File: src/rtl/tfh_pkg.sv
// constants, types and register map of the touch frequency hop block
// assumes one clock domain and a front end that delivers one sample per node per cycle
package tfh_pkg;
    localparam int TFH_DW = 16;
    localparam int TFH_NSENS = 4;
    localparam int TFH_NSLOT = 3;
    localparam int TFH_NCODE = 16;
    localparam int TFH_AW = 8;

    // register byte offsets
    localparam logic [7:0] TFH_OFS_CTRL = 8'h00;
    localparam logic [7:0] TFH_OFS_LIMIT = 8'h04;
    localparam logic [7:0] TFH_OFS_INITF = 8'h08;
    localparam logic [7:0] TFH_OFS_STATUS = 8'h0c;
    localparam logic [7:0] TFH_OFS_HOPSET = 8'h10;
    localparam logic [7:0] TFH_OFS_RESULT = 8'h20;

    // field positions
    localparam int TFH_CTRL_EN_BIT = 0;
    localparam int TFH_CTRL_CNT_LSB = 4;
    localparam int TFH_LIMIT_VAR_LSB = 0;
    localparam int TFH_LIMIT_NEED_LSB = 8;
    localparam int TFH_STAT_FREQ_LSB = 0;
    localparam int TFH_STAT_SLOT_LSB = 4;
    localparam int TFH_STAT_HOP_LSB = 8;

    // reset values
    localparam logic [31:0] TFH_CTRL_RST = 32'h0000_0040;
    localparam logic [31:0] TFH_LIMIT_RST = 32'h0000_0320;
    localparam logic [31:0] TFH_INITF_RST = 32'h0000_0a62;
    localparam logic [7:0] TFH_HOP_STATUS = 8'h00;

    localparam logic [1:0] TFH_RESP_OKAY = 2'b00;
    localparam logic [1:0] TFH_RESP_SLVERR = 2'b10;

    typedef enum logic {TFH_PH_COLLECT, TFH_PH_EVAL} tfh_phase_t;

    // one node sample from the acquisition front end
    typedef struct packed {
        logic valid;
        logic [1:0] node;
        logic [TFH_DW-1:0] data;
    } tfh_sample_t;
endpackage

File: src/rtl/tfh_median3.sv
// three point median of unsigned samples
// assumes the caller registers the result
`timescale 1ns/1ps
module tfh_median3 #(
    parameter int W = 16
) (
    input wire logic [W-1:0] a,
    input wire logic [W-1:0] b,
    input wire logic [W-1:0] c,
    output logic [W-1:0] m
);
    // drop largest and smallest, keep the middle
    always_comb begin
        if ((a >= b && a <= c) || (a <= b && a >= c)) begin
            m = a;
        end else if ((b >= a && b <= c) || (b <= a && b >= c)) begin
            m = b;
        end else begin
            m = c;
        end
    end
endmodule

File: src/rtl/tfh_hop_top.sv
// frequency hop sequencer with median filter and noise driven auto-tune
// assumes front end samples on aclk: burst code out, samples and cycle_end in
//
// The AXI4-Lite slave port and the address map were decided locally.
`timescale 1ns/1ps
module tfh_hop_top
    import tfh_pkg::*;
(
    input wire logic aclk,
    input wire logic aresetn,
    input wire logic [TFH_AW-1:0] s_axi_awaddr,
    input wire logic s_axi_awvalid,
    output logic s_axi_awready,
    input wire logic [31:0] s_axi_wdata,
    input wire logic [3:0] s_axi_wstrb,
    input wire logic s_axi_wvalid,
    output logic s_axi_wready,
    output logic [1:0] s_axi_bresp,
    output logic s_axi_bvalid,
    input wire logic s_axi_bready,
    input wire logic [TFH_AW-1:0] s_axi_araddr,
    input wire logic s_axi_arvalid,
    output logic s_axi_arready,
    output logic [31:0] s_axi_rdata,
    output logic [1:0] s_axi_rresp,
    output logic s_axi_rvalid,
    input wire logic s_axi_rready,
    input wire tfh_sample_t sample,
    input wire logic cycle_end,
    output logic [3:0] burst_frequency_select,
    output logic [TFH_NSENS*TFH_DW-1:0] median_out,
    output logic median_valid
);

    ////////////////////////////////////////////////////////////////////////
    // register bus

    logic aw_have_q, aw_have_d, w_have_q, w_have_d;
    logic [TFH_AW-1:0] awaddr_q, awaddr_d;
    logic [31:0] wdata_q, wdata_d;
    logic [3:0] wstrb_q, wstrb_d;
    logic bvalid_q, bvalid_d, awready_q, awready_d, wready_q, wready_d;
    logic [1:0] bresp_q, bresp_d;
    logic rvalid_q, rvalid_d, arready_q, arready_d;
    logic [1:0] rresp_q, rresp_d;
    logic [31:0] rdata_q, rdata_d;
    logic [31:0] ctrl_q, ctrl_d, limit_q, limit_d, initf_q, initf_d;
    logic initf_wr_q, initf_wr_d;
    logic [31:0] rd_word;
    logic rd_ok;

    // pipeline state declared early for status reads
    tfh_phase_t phase_q, phase_d;
    logic [1:0] slot_q, slot_d;
    logic [3:0] freq_q [TFH_NSLOT];
    logic [3:0] freq_d [TFH_NSLOT];
    logic [TFH_DW-1:0] res_q [TFH_NSENS];
    logic [TFH_DW-1:0] res_d [TFH_NSENS];
    logic [3:0] bfs_q, bfs_d;

    function automatic logic [31:0] merge(input logic [31:0] o, input logic [31:0] n, input logic [3:0] s);
        logic [31:0] r;
        r = o;
        for (int i = 0; i < 4; i++) begin
            if (s[i]) begin
                r[i*8 +: 8] = n[i*8 +: 8];
            end
        end
        return r;
    endfunction

    // read decode
    always_comb begin
        rd_word = 32'h0000_0000;
        rd_ok = 1'b1;
        if (s_axi_araddr == TFH_OFS_CTRL) begin
            rd_word = ctrl_q;
        end else if (s_axi_araddr == TFH_OFS_LIMIT) begin
            rd_word = limit_q;
        end else if (s_axi_araddr == TFH_OFS_INITF) begin
            rd_word = initf_q;
        end else if (s_axi_araddr == TFH_OFS_STATUS) begin
            rd_word[TFH_STAT_FREQ_LSB +: 4] = bfs_q;
            rd_word[TFH_STAT_SLOT_LSB +: 2] = slot_q;
            rd_word[TFH_STAT_HOP_LSB +: 8] = TFH_HOP_STATUS;
        end else if (s_axi_araddr == TFH_OFS_HOPSET) begin
            rd_word[11:0] = {freq_q[2], freq_q[1], freq_q[0]};
        end else if (s_axi_araddr >= TFH_OFS_RESULT && s_axi_araddr < TFH_OFS_RESULT + 8'h10
                     && s_axi_araddr[1:0] == 2'b00) begin
            rd_word[TFH_DW-1:0] = res_q[s_axi_araddr[3:2]];
        end else begin
            rd_ok = 1'b0;
        end
    end

    // write channel capture in either order, one response after both
    always_comb begin
        aw_have_d = aw_have_q;
        w_have_d = w_have_q;
        awaddr_d = awaddr_q;
        wdata_d = wdata_q;
        wstrb_d = wstrb_q;
        bvalid_d = bvalid_q;
        bresp_d = bresp_q;
        ctrl_d = ctrl_q;
        limit_d = limit_q;
        initf_d = initf_q;
        // seed write request held until an evaluation consumes it, a new write wins
        initf_wr_d = initf_wr_q;
        if (phase_q == TFH_PH_EVAL) begin
            initf_wr_d = 1'b0;
        end
        if (s_axi_awvalid && awready_q) begin
            aw_have_d = 1'b1;
            awaddr_d = s_axi_awaddr;
        end
        if (s_axi_wvalid && wready_q) begin
            w_have_d = 1'b1;
            wdata_d = s_axi_wdata;
            wstrb_d = s_axi_wstrb;
        end
        if (bvalid_q && s_axi_bready) begin
            bvalid_d = 1'b0;
        end
        if (aw_have_q && w_have_q && !bvalid_q) begin
            aw_have_d = 1'b0;
            w_have_d = 1'b0;
            bvalid_d = 1'b1;
            bresp_d = TFH_RESP_OKAY;
            if (awaddr_q == TFH_OFS_CTRL) begin
                ctrl_d = merge(ctrl_q, wdata_q, wstrb_q);
            end else if (awaddr_q == TFH_OFS_LIMIT) begin
                limit_d = merge(limit_q, wdata_q, wstrb_q);
            end else if (awaddr_q == TFH_OFS_INITF) begin
                initf_d = merge(initf_q, wdata_q, wstrb_q);
                initf_wr_d = 1'b1;
            end else if (awaddr_q == TFH_OFS_STATUS || awaddr_q == TFH_OFS_HOPSET
                         || (awaddr_q >= TFH_OFS_RESULT && awaddr_q < TFH_OFS_RESULT + 8'h10)) begin
                bresp_d = TFH_RESP_OKAY; // read-only, write ignored
            end else begin
                bresp_d = TFH_RESP_SLVERR;
            end
        end
        // ready registered so the port comes from a flop
        awready_d = !aw_have_d;
        wready_d = !w_have_d;
    end

    // read channel, data one cycle after the address is taken
    always_comb begin
        rvalid_d = rvalid_q;
        rdata_d = rdata_q;
        rresp_d = rresp_q;
        if (rvalid_q && s_axi_rready) begin
            rvalid_d = 1'b0;
        end
        if (s_axi_arvalid && arready_q) begin
            rvalid_d = 1'b1;
            rdata_d = rd_word;
            rresp_d = rd_ok ? TFH_RESP_OKAY : TFH_RESP_SLVERR;
        end
        arready_d = !rvalid_d;
    end

    always_ff @(posedge aclk) begin
        if (!aresetn) begin
            aw_have_q <= 1'b0;
            w_have_q <= 1'b0;
            awaddr_q <= '0;
            wdata_q <= 32'h0000_0000;
            wstrb_q <= 4'h0;
            bvalid_q <= 1'b0;
            bresp_q <= TFH_RESP_OKAY;
            awready_q <= 1'b0;
            wready_q <= 1'b0;
            rvalid_q <= 1'b0;
            rdata_q <= 32'h0000_0000;
            rresp_q <= TFH_RESP_OKAY;
            arready_q <= 1'b0;
            ctrl_q <= TFH_CTRL_RST;
            limit_q <= TFH_LIMIT_RST;
            initf_q <= TFH_INITF_RST;
            initf_wr_q <= 1'b0;
        end else begin
            aw_have_q <= aw_have_d;
            w_have_q <= w_have_d;
            awaddr_q <= awaddr_d;
            wdata_q <= wdata_d;
            wstrb_q <= wstrb_d;
            bvalid_q <= bvalid_d;
            bresp_q <= bresp_d;
            awready_q <= awready_d;
            wready_q <= wready_d;
            rvalid_q <= rvalid_d;
            rdata_q <= rdata_d;
            rresp_q <= rresp_d;
            arready_q <= arready_d;
            ctrl_q <= ctrl_d;
            limit_q <= limit_d;
            initf_q <= initf_d;
            initf_wr_q <= initf_wr_d;
        end
    end

    ////////////////////////////////////////////////////////////////////////
    // configuration fields

    logic tune_en;
    logic [2:0] nsens_raw, nsens;
    logic [7:0] var_lim, need_cnt;

    always_comb begin
        tune_en = ctrl_q[TFH_CTRL_EN_BIT];
        nsens_raw = ctrl_q[TFH_CTRL_CNT_LSB +: 3];
        // out of range counts clamp into 1..4
        if (nsens_raw == 3'd0) begin
            nsens = 3'd1;
        end else if (nsens_raw > 3'd4) begin
            nsens = 3'd4;
        end else begin
            nsens = nsens_raw;
        end
        // a zero limit would flag every cycle, so treat it as 1
        var_lim = (limit_q[TFH_LIMIT_VAR_LSB +: 8] == 8'h00) ? 8'h01 : limit_q[TFH_LIMIT_VAR_LSB +: 8];
        need_cnt = (limit_q[TFH_LIMIT_NEED_LSB +: 8] == 8'h00) ? 8'h01 : limit_q[TFH_LIMIT_NEED_LSB +: 8];
    end

    ////////////////////////////////////////////////////////////////////////
    // median filter per sensor

    logic [TFH_DW-1:0] hist_q [TFH_NSLOT][TFH_NSENS];
    logic [TFH_DW-1:0] hist_d [TFH_NSLOT][TFH_NSENS];
    logic [TFH_DW-1:0] med [TFH_NSENS];

    genvar gs;
    generate
        for (gs = 0; gs < TFH_NSENS; gs++) begin : g_med
            tfh_median3 #(.W(TFH_DW)) u_med (
                .a(hist_q[0][gs]),
                .b(hist_q[1][gs]),
                .c(hist_q[2][gs]),
                .m(med[gs])
            );
            assign median_out[gs*TFH_DW +: TFH_DW] = res_q[gs];
        end
    endgenerate

    ////////////////////////////////////////////////////////////////////////
    // hop sequencer and auto-tune

    logic [2:0] filled_q, filled_d, primed_q, primed_d;
    logic [TFH_DW-1:0] var_q, var_d;
    logic [7:0] noisy_q [TFH_NSLOT];
    logic [7:0] noisy_d [TFH_NSLOT];
    logic [4:0] tries_q [TFH_NSLOT];
    logic [4:0] tries_d [TFH_NSLOT];
    logic [3:0] best_q [TFH_NSLOT];
    logic [3:0] best_d [TFH_NSLOT];
    logic [TFH_DW-1:0] bvar_q [TFH_NSLOT];
    logic [TFH_DW-1:0] bvar_d [TFH_NSLOT];
    logic med_valid_q, med_valid_d;
    logic [TFH_DW-1:0] delta;
    logic [1:0] nxt_slot, o1, o2;
    logic noisy;

    // next code not already held by the other two slots
    function automatic logic [3:0] next_free(input logic [3:0] cur, input logic [3:0] a, input logic [3:0] b);
        logic [3:0] c;
        c = cur + 4'h1;
        if (c == a || c == b) begin
            c = c + 4'h1;
        end
        if (c == a || c == b) begin
            c = c + 4'h1;
        end
        return c;
    endfunction

    always_comb begin
        phase_d = phase_q;
        slot_d = slot_q;
        freq_d = freq_q;
        hist_d = hist_q;
        res_d = res_q;
        bfs_d = bfs_q;
        filled_d = filled_q;
        primed_d = primed_q;
        var_d = var_q;
        noisy_d = noisy_q;
        tries_d = tries_q;
        best_d = best_q;
        bvar_d = bvar_q;
        med_valid_d = 1'b0;
        delta = '0;
        noisy = 1'b0;
        nxt_slot = (slot_q == 2'd2) ? 2'd0 : slot_q + 2'd1;
        o1 = (slot_q == 2'd0) ? 2'd1 : 2'd0;
        o2 = (slot_q == 2'd2) ? 2'd1 : 2'd2;
        case (phase_q)
            TFH_PH_COLLECT: begin
                // newest sample replaces the one taken at this frequency
                if (sample.valid && {1'b0, sample.node} < nsens) begin
                    delta = (sample.data > hist_q[slot_q][sample.node])
                        ? sample.data - hist_q[slot_q][sample.node]
                        : hist_q[slot_q][sample.node] - sample.data;
                    hist_d[slot_q][sample.node] = sample.data;
                    filled_d[slot_q] = 1'b1;
                    if (primed_q[slot_q] && delta > var_q) begin
                        var_d = delta; // worst node sets the slot variance
                    end
                end
                if (cycle_end) begin
                    phase_d = TFH_PH_EVAL;
                end
            end
            TFH_PH_EVAL: begin
                // median over the newest three, one per frequency
                if (&filled_q) begin
                    res_d = med;
                    med_valid_d = 1'b1;
                end
                primed_d[slot_q] = 1'b1;
                if (tune_en) begin
                    noisy = primed_q[slot_q] && var_q > {{(TFH_DW-8){1'b0}}, var_lim};
                    if (noisy) begin
                        noisy_d[slot_q] = noisy_q[slot_q] + 8'h01;
                        if (noisy_q[slot_q] + 8'h01 >= need_cnt) begin
                            noisy_d[slot_q] = 8'h00;
                            primed_d[slot_q] = 1'b0;
                            // remember the quietest code seen so far
                            if (var_q < bvar_q[slot_q]) begin
                                bvar_d[slot_q] = var_q;
                                best_d[slot_q] = freq_q[slot_q];
                            end
                            if (tries_q[slot_q] + 5'd1 >= 5'(TFH_NCODE)) begin
                                // every candidate noisy: settle on the quietest
                                freq_d[slot_q] = (var_q < bvar_q[slot_q]) ? freq_q[slot_q] : best_q[slot_q];
                                tries_d[slot_q] = 5'd0;
                                bvar_d[slot_q] = '1;
                            end else begin
                                // only this slot moves, the other two stay
                                freq_d[slot_q] = next_free(freq_q[slot_q], freq_q[o1], freq_q[o2]);
                                tries_d[slot_q] = tries_q[slot_q] + 5'd1;
                            end
                        end
                    end else if (primed_q[slot_q]) begin
                        // stable frequency is kept and the search resets
                        noisy_d[slot_q] = 8'h00;
                        tries_d[slot_q] = 5'd0;
                        bvar_d[slot_q] = '1;
                    end
                end
                if (initf_wr_q) begin
                    // a fresh seed write reloads the hop set
                    freq_d[0] = initf_q[3:0];
                    freq_d[1] = initf_q[7:4];
                    freq_d[2] = initf_q[11:8];
                    primed_d = 3'b000;
                end
                var_d = '0;
                slot_d = nxt_slot;
                bfs_d = freq_d[nxt_slot];
                phase_d = TFH_PH_COLLECT;
            end
            default: begin
                phase_d = TFH_PH_COLLECT;
            end
        endcase
    end

    // a seed write landing outside an evaluation is caught at the next one
    always_ff @(posedge aclk) begin
        if (!aresetn) begin
            phase_q <= TFH_PH_COLLECT;
            slot_q <= 2'd0;
            freq_q[0] <= TFH_INITF_RST[3:0];
            freq_q[1] <= TFH_INITF_RST[7:4];
            freq_q[2] <= TFH_INITF_RST[11:8];
            bfs_q <= TFH_INITF_RST[3:0];
            hist_q <= '{default: '0};
            res_q <= '{default: '0};
            filled_q <= 3'b000;
            primed_q <= 3'b000;
            var_q <= '0;
            noisy_q <= '{default: '0};
            tries_q <= '{default: '0};
            best_q <= '{default: '0};
            bvar_q <= '{default: '1};
            med_valid_q <= 1'b0;
        end else begin
            phase_q <= phase_d;
            slot_q <= slot_d;
            freq_q <= freq_d;
            bfs_q <= bfs_d;
            hist_q <= hist_d;
            res_q <= res_d;
            filled_q <= filled_d;
            primed_q <= primed_d;
            var_q <= var_d;
            noisy_q <= noisy_d;
            tries_q <= tries_d;
            best_q <= best_d;
            bvar_q <= bvar_d;
            med_valid_q <= med_valid_d;
        end
    end

    ////////////////////////////////////////////////////////////////////////
    // outputs

    assign s_axi_awready = awready_q;
    assign s_axi_wready = wready_q;
    assign s_axi_bvalid = bvalid_q;
    assign s_axi_bresp = bresp_q;
    assign s_axi_arready = arready_q;
    assign s_axi_rvalid = rvalid_q;
    assign s_axi_rdata = rdata_q;
    assign s_axi_rresp = rresp_q;
    assign burst_frequency_select = bfs_q;
    assign median_valid = med_valid_q;

endmodule

File: config.mk
export PLATFORM = sky130hd
export DESIGN_NAME = tfh_hop_top
export DESIGN_NICKNAME = d
export VERILOG_FILES = /design/src/rtl/tfh_pkg.sv /design/src/rtl/tfh_median3.sv /design/src/rtl/tfh_hop_top.sv
export SDC_FILE = /design/constraint.sdc
export NUM_CORES = 2
export LEC_CHECK = 0
export ABC_CLOCK_PERIOD_IN_PS = 10850
export CORE_UTILIZATION = 60
export DETAILED_ROUTE_END_ITERATION = 12
export DONT_BUFFER_PORTS = 1
export PLACE_DENSITY = 0.79
export SLEW_MARGIN = 40
export SYNTH_ARGS = -nofsm -noshare
export SYNTH_HDL_FRONTEND = slang
export SYNTH_HIERARCHICAL = 1
export SYNTH_SLANG_ARGS = --single-unit
export TNS_END_PERCENT = 30
File: constraint.sdc
create_clock -name aclk -period 10.85 [get_ports aclk]
set_input_delay 3.255 -clock aclk [delete_from_list [all_inputs] [get_ports aclk]]
set_output_delay 3.255 -clock aclk [all_outputs]
set_load 0.005 [all_outputs]
==> After elaboration in Yosys (flattened, before gate mapping) <==
Cells that the tools add are included.
{ "word_totals": {"regBits": 581, "in_bits": 79, "output_inout_bits": 110, "wordCells": 390} }
{ "classes": {"addsub": 8, "order_cmp": 54, "eq_ne": 16, "n_mux": 151, "bitwise_logic": 20, "reduce_logical": 77} }
{ "op_table": {"columns": ["op", "n"], "rows": [
  ["$mux W48", 9],
  ["$mux W16", 22],
  ["$ge A16 B16 Y1", 16],
  ["$le A16 B16 Y1", 16],
  ["$bwmux W192", 1],
  ["$mux W64", 3],
  ["$bmux W64 S2", 1],
  ["$demux W64 S2", 1],
  ["$mux W4", 25],
  ["$bmux W16 S2", 3],
  ["$or A48 B48 Y48", 2],
  ["$mux W12", 7],
  ["$mux W24", 3],
  ["$demux W16 S2", 2],
  ["$mux W32", 2],
  ["$mux W15", 4],
  ["$and A24 B24 Y24", 2],
  ["$bwmux W48", 1],
  ["$mux W8", 6],
  ["$bmux W4 S2", 5],
  ["$bwmux W12", 3],
  ["$eq A8 B4 Y1 const B", 4],
  ["$gt A16 B16 Y1", 2],
  ["$logic_and A1 B1 Y1", 32],
  ["58 further kinds", 154]
]} }

==> Depth between registers and ports, before layout <==
{ "logic_depth": {"depth_word": 32, "mapped_depth": 37, "depth_no_buf": 29} }

==> Hierarchy <==
Netlist, hierarchy kept.
{ "modules_own_cells": {"columns": ["module", "instances", "cells_each", "area_per_inst_um2", "seq_area_each_um2"], "rows": [
  ["tfh_hop_top", 1, 3554, 28205.8, 11591.1],
  ["tfh_median3 (g_med[0].u_med ...)", 3, 230, 1731.7, 0.0],
  ["tfh_median3 (g_med[3].u_med)", 1, 229, 1727.9, 0.0]
]} }

==> Worst setup path after synthesis <==
OpenSTA, ideal clock, no wires.
{ "synth_path": {"kind": "input to register", "start": "in sample[17] in the netlist's numbering", "end": "reg var_q[9]", "setup_ns": 0.086, "t_arrival_ns": 9.566, "required_time_ns": 10.764, "setup_slack_ns": 1.198, "cell_stages": 32, "path_buffers": 7, "path_cell_list": "clkbuf_1 > clkbuf_1 > clkbuf_1 > o211ai_1 > o21a_1 > inv_1 > ha_1 > inv_1 > fa_1 > a21o_1 > a21o_1 > a21o_1 > a2111oi_0 > nor3_1 > a221o_1 > o21ai_0 > buf_2 > buf_2 > mux2_2 > ha_1 > nor2b_1 > o21a_1 > o21a_1 > o21a_1 > o21a_1 > o21ai_0 > a21oi_1 > o211ai_1 > clkbuf_1 > buf_1 > nor2_1 > a211oi_1"} }
{ "synth_via": {"elab_chain_cells": 10, "elab_cells_between_ends": 18, "cone_classes": "2 x add/sub; 3 x order compare; 2 x eq/ne; 7 x mux; 1 x bitwise; 3 x reduce/logical"} }
{ "synth_lines": {"columns": ["item", "line", "source"], "rows": [
  ["start: declaration", "tfh_hop_top.sv:28", "input wire tfh_sample_t sample,"],
  ["$not A2 Y3 (not written as such)", "tfh_hop_top.sv:303, tfh_hop_top.sv:304, tfh_hop_top.sv:305", null],
  ["$bmux W16 S2", "tfh_hop_top.sv:303, tfh_hop_top.sv:304, tfh_hop_top.sv:305", null],
  ["$mux W16 (not written as such) (2 in a row)", "tfh_hop_top.sv:303, tfh_hop_top.sv:304, tfh_hop_top.sv:305", null],
  ["$sub A16 B16 Y16, or another cell as far along", "tfh_hop_top.sv:305", ": hist_q[slot_q][sample.node] - sample.data;"],
  ["$mux W16", "tfh_hop_top.sv:304", "? sample.data - hist_q[slot_q][sample.node]"],
  ["$gt A16 B16 Y1", "tfh_hop_top.sv:308", "if (primed_q[slot_q] && delta > var_q) begin"],
  ["$logic_and A1 B1 Y1", "tfh_hop_top.sv:308", null],
  ["$ne A2 B2 Y1 (no source line)", null, null],
  ["$reduce_and A2 Y1 (no source line)", null, null],
  ["end signal: assignment", "tfh_hop_top.sv:399", "var_q <= var_d;"],
  ["end: declaration", "tfh_hop_top.sv:252", "logic [TFH_DW-1:0] var_q, var_d;"]
]} }
Several ways; a longest one is shown, not always the timed one. The select of a mux whose other input is x is not followed.
A chain may end at the register's enable or synchronous reset.

==> Final worst setup path <==
{ "layout_path": {"start": "in sample[17] in the netlist's numbering", "end": "reg var_q[11]"} }
Same word-level chain as after synthesis.

==> summary.txt <==
Run status
  • Status: completed

Synth
  • Number of flops mapped to enable cells by yosys: 0
  • Gate Count Post-Synth: 4,473
  • FFs w/ async S/R, synth: 0%
  • Mapped cell area: 35,130 µm²
  • Register bit total from synthesis: 579
  • Yosys top cell by area: dfxtp_1
  • Mean post-synth cell area: 7.853 µm²
  • Top_reg_cell synth: dfxtp_1
  • Post-synth cell types: 86
  • Yosys Warn Count: 6
  • Largest cells by area after synthesis: dfxtp_1 33%, ha_1 9.8%, nand2_1 9.0%, a21oi_1 8.7%, mux2i_1 7.3%
  • Sequential area share after synthesis: 33.00%
  • Share of the synthesized area in the top cell type: 33.00%

Power and ir drop
  • Sw Ratio: 30.30%
  • Power per cell area: 147.2 nW/µm²
  • Leakage power: 14.31 nW
  • Max VDD drop: 0.0001831 V
  • P_int: 3.844 mW
  • Part of the power in registers: 39.8%
  • Clock power frac: 42.4%
  • Total chip power: 5.516 mW
  • NetSw: 1.671 mW
  • Combinational fraction of design power: 17.8%

Flow run
  • Max-Cap Viols: 0

Clocking
  • CTS resizes: 0
  • Hold_buf cts: 0
  • Clk sinks: 579
  • CTS root buffer: clkbuf_16
  • Clock Path Buffers: 3
  • H-tree levels: 2
  • Postcts setup bufs: 0
  • Clock-pin slew on the worst setup and hold paths: 0.06 ns
  • CTS tree: built
  • Clock latency on the worst-skew pair: 0.69 ns
  • Number of CTS-inserted buffers: 61

Global routing
  • Grt ovf: 0
  • Global-route wire length before repair: 176.6 mm
  • Initial antenna violation count: 4
  • Tot GR Track Use: 37.45%
  • Number of global-route vias before repair: 30,600
  • Largest net degree at the start of global routing: 211

Timing
  • Final hold viol count: 0
  • Min Tclk post-route: 8.541 ns
  • Period utilisation layout: 78.72%
  • Setup TNS: 0 ns
  • Slew @ Worst Pin: 0.9754 ns
  • Slew Viols, Final: 0
  • Clk_skew: 0.03986 ns
  • RSZ-0062 raised after global routing: false
  • Relative slew slack: 34.67%
  • Max Freq: 0.1171 GHz
  • Final setup vio count: 0

Worst setup path
  • Register-to-register setup slack: 3.28 ns
  • CP Max Fanout: 73
  • FF-to-FF path depth: 30
  • CP endpoint kind: flip-flop
  • Arrival time worst endpoint: 9.09 ns
  • Type of origin of the critical path: primary input
  • Slowest CP cell: mux2_2
  • Critical Path RT: 11.40 ns
  • Worst path most repeated cell: o21a_1
  • Max stage delay on crit path: 0.41 ns
  • Crit path kind: in -> reg

Route
  • Vias: 32,920
  • Final wirelength: 114.9 mm
  • Wire length on met2: 50.35 mm
  • WL/cell: 22.59 µm
  • Max layer used: met5
  • Met3 Wirelength: 11.36 mm
  • # DRC: 0
  • Routed vias/inst: 6.472
  • M1 wire length: 44.02 mm
  • Pre-Repair DR Iteration Count: 8
  • DRT iter0 DRCs: 3,542
  • Final ANT Viol Nets: 0

Final layout
  • Area Overhead vs Synth: 6.653%
  • Fin util: 64.81%
  • Proportion of layout cells with a drive suffix above 1: 6.364%
  • Layout Nets: 4,627
  • Fillers: 4,920
  • Fin cells: 5,087

Placement
  • Post-DP HPWL: 80.25 mm
  • Gpl congestion: 1.023
  • IO Port Bufs: 0
  • Placed cell count: 4,970

Floorplanning
  • Core ar.: 57,810 µm²
  • FP Rows: 88
  • Die Height: 244.0 µm
  • Die area: 59,520 µm²
  • Width of the chip: 244.0 µm
  • # IOs: 189
  • Initial Utilization: 60.77%

Min path
  • Hold path cells: 2
  • Hold/Removal Path Class: reg -> reg
==> registers in the layout, summed over array words and instances (netlist names), 32 cells and up, named ones only <==
register / cells
median_out: 64
limit_q: 32
s_axi_rdata: 32
bvar_q: 48
hist_q: 192
initf_q: 32
wdata_q: 32
ctrl_q: 32
==> per-stage QoR <==
step,setup slack [ns],area [µm²],hold WS [ns]
final,2.309,37470,0.4553
after global routing,1.988,37470,0.4688
after CTS,2.399,37390,0.4551
after detailed placement,1.746,35130,0.4466
after global placement,1.850,35090,0.4407
after floorplan,1.198,35130,0.4312
==> cell usage after synthesis, drive strengths merged (62+ instances only) <==
library cell and instances:
nand2 845, a21oi 611, dfxtp 579, nor2 290, ha 276, mux2i 257, clkbuf 235, inv 216
o21ai 180, nand3 149, a31oi 70, o211ai 68, buf 65, nand4 65, nor3 62
==> cell families after synthesis <==
logic type	count (synthesis)	synth area share, %
buffers and inverters	516	6.005
muxes	288	9.100
AOI/OAI and AO/OA	1191	20.48
and+or+nand+nor	1566	19.47
other	1	0.01068
adders and majority gates	278	9.944
xor gates and xnor gates	54	1.987
DFF	579	33.00
==> layout by cell type, fill, tap and decap left out, types with 16 or more instances in the layout <==
cell type / count
a211oi_1: 40
nand2_1: 844
nor2_1: 283
mux4_2: 23
nand4_1: 61
mux2i_1: 256
buf_4: 28
xnor2_1: 31
nand2b_1: 24
and2_1: 16
ha_1: 276
inv_1: 215
o22ai_1: 53
nor3_1: 61
and3_1: 20
dfxtp_1: 577
a21o_1: 57
a31oi_1: 27
a31oi_2: 42
o21a_1: 29
a21oi_1: 611
clkbuf_16: 61
o211ai_1: 68
nand3_1: 149
nor2b_1: 25
o21ai_0: 177
==> critical path, delay by kind of cell <==
| family | cells | cell delay [ns] |
|---|---|---|
| buffers and inverters | 4 | 0.63 |
| adders and majority gates | 3 | 0.85 |
| and+or+nand+nor | 2 | 0.33 |
| AOI/OAI and AO/OA | 18 | 3.26 |
| muxes | 2 | 0.70 |
==> metal layers <==
layer / vias to the layer above / track usage, %
met5: - / 0
met3: 463 / 8.088
li1: 15280 / -
met4: 6 / 26.45
met1: 15400 / 46.51
met2: 1779 / 57.73
==> power groups by stage <==
stage | Sequential [mW] | Combinational, mW | Clock (mW)
global route | 2.19 | 1.04 | 2.43
detailed placement | 2.24 | 0.940 | 0
floorplan | 2.22 | 0.767 | 0
CTS | 2.19 | 0.946 | 2.34
finish | 2.19 | 0.981 | 2.34
global placement | 2.24 | 0.931 | 0
==> cell type report <==
| class | count | area (µm²) | area share, % |
|---|---|---|---|
| antenna | 1 | 2.502 | 0.006679 |
| clock buffer | 75 | 1679 | 4.482 |
| clock inverter | 39 | 580.6 | 1.550 |
| inverter | 216 | 818.3 | 2.184 |
| multi-input combinational | 3379 | 21520 | 57.44 |
| sequential | 579 | 11600 | 30.96 |
| tap | 765 | 957.2 | 2.555 |
| timing repair buffer | 33 | 307.8 | 0.8215 |
==> final timing paths <==
| check | start | end |
|---|---|---|
| setup / recovery | sample[17] | var_q[11] |
| hold / removal | noisy_q[10] | noisy_q[10] |
| setup reg to reg | slot_q[1] | var_q[11] |
| hold reg to reg | noisy_q[10] | noisy_q[10] |
No activity file was read; power rests on OpenSTA's default activity.
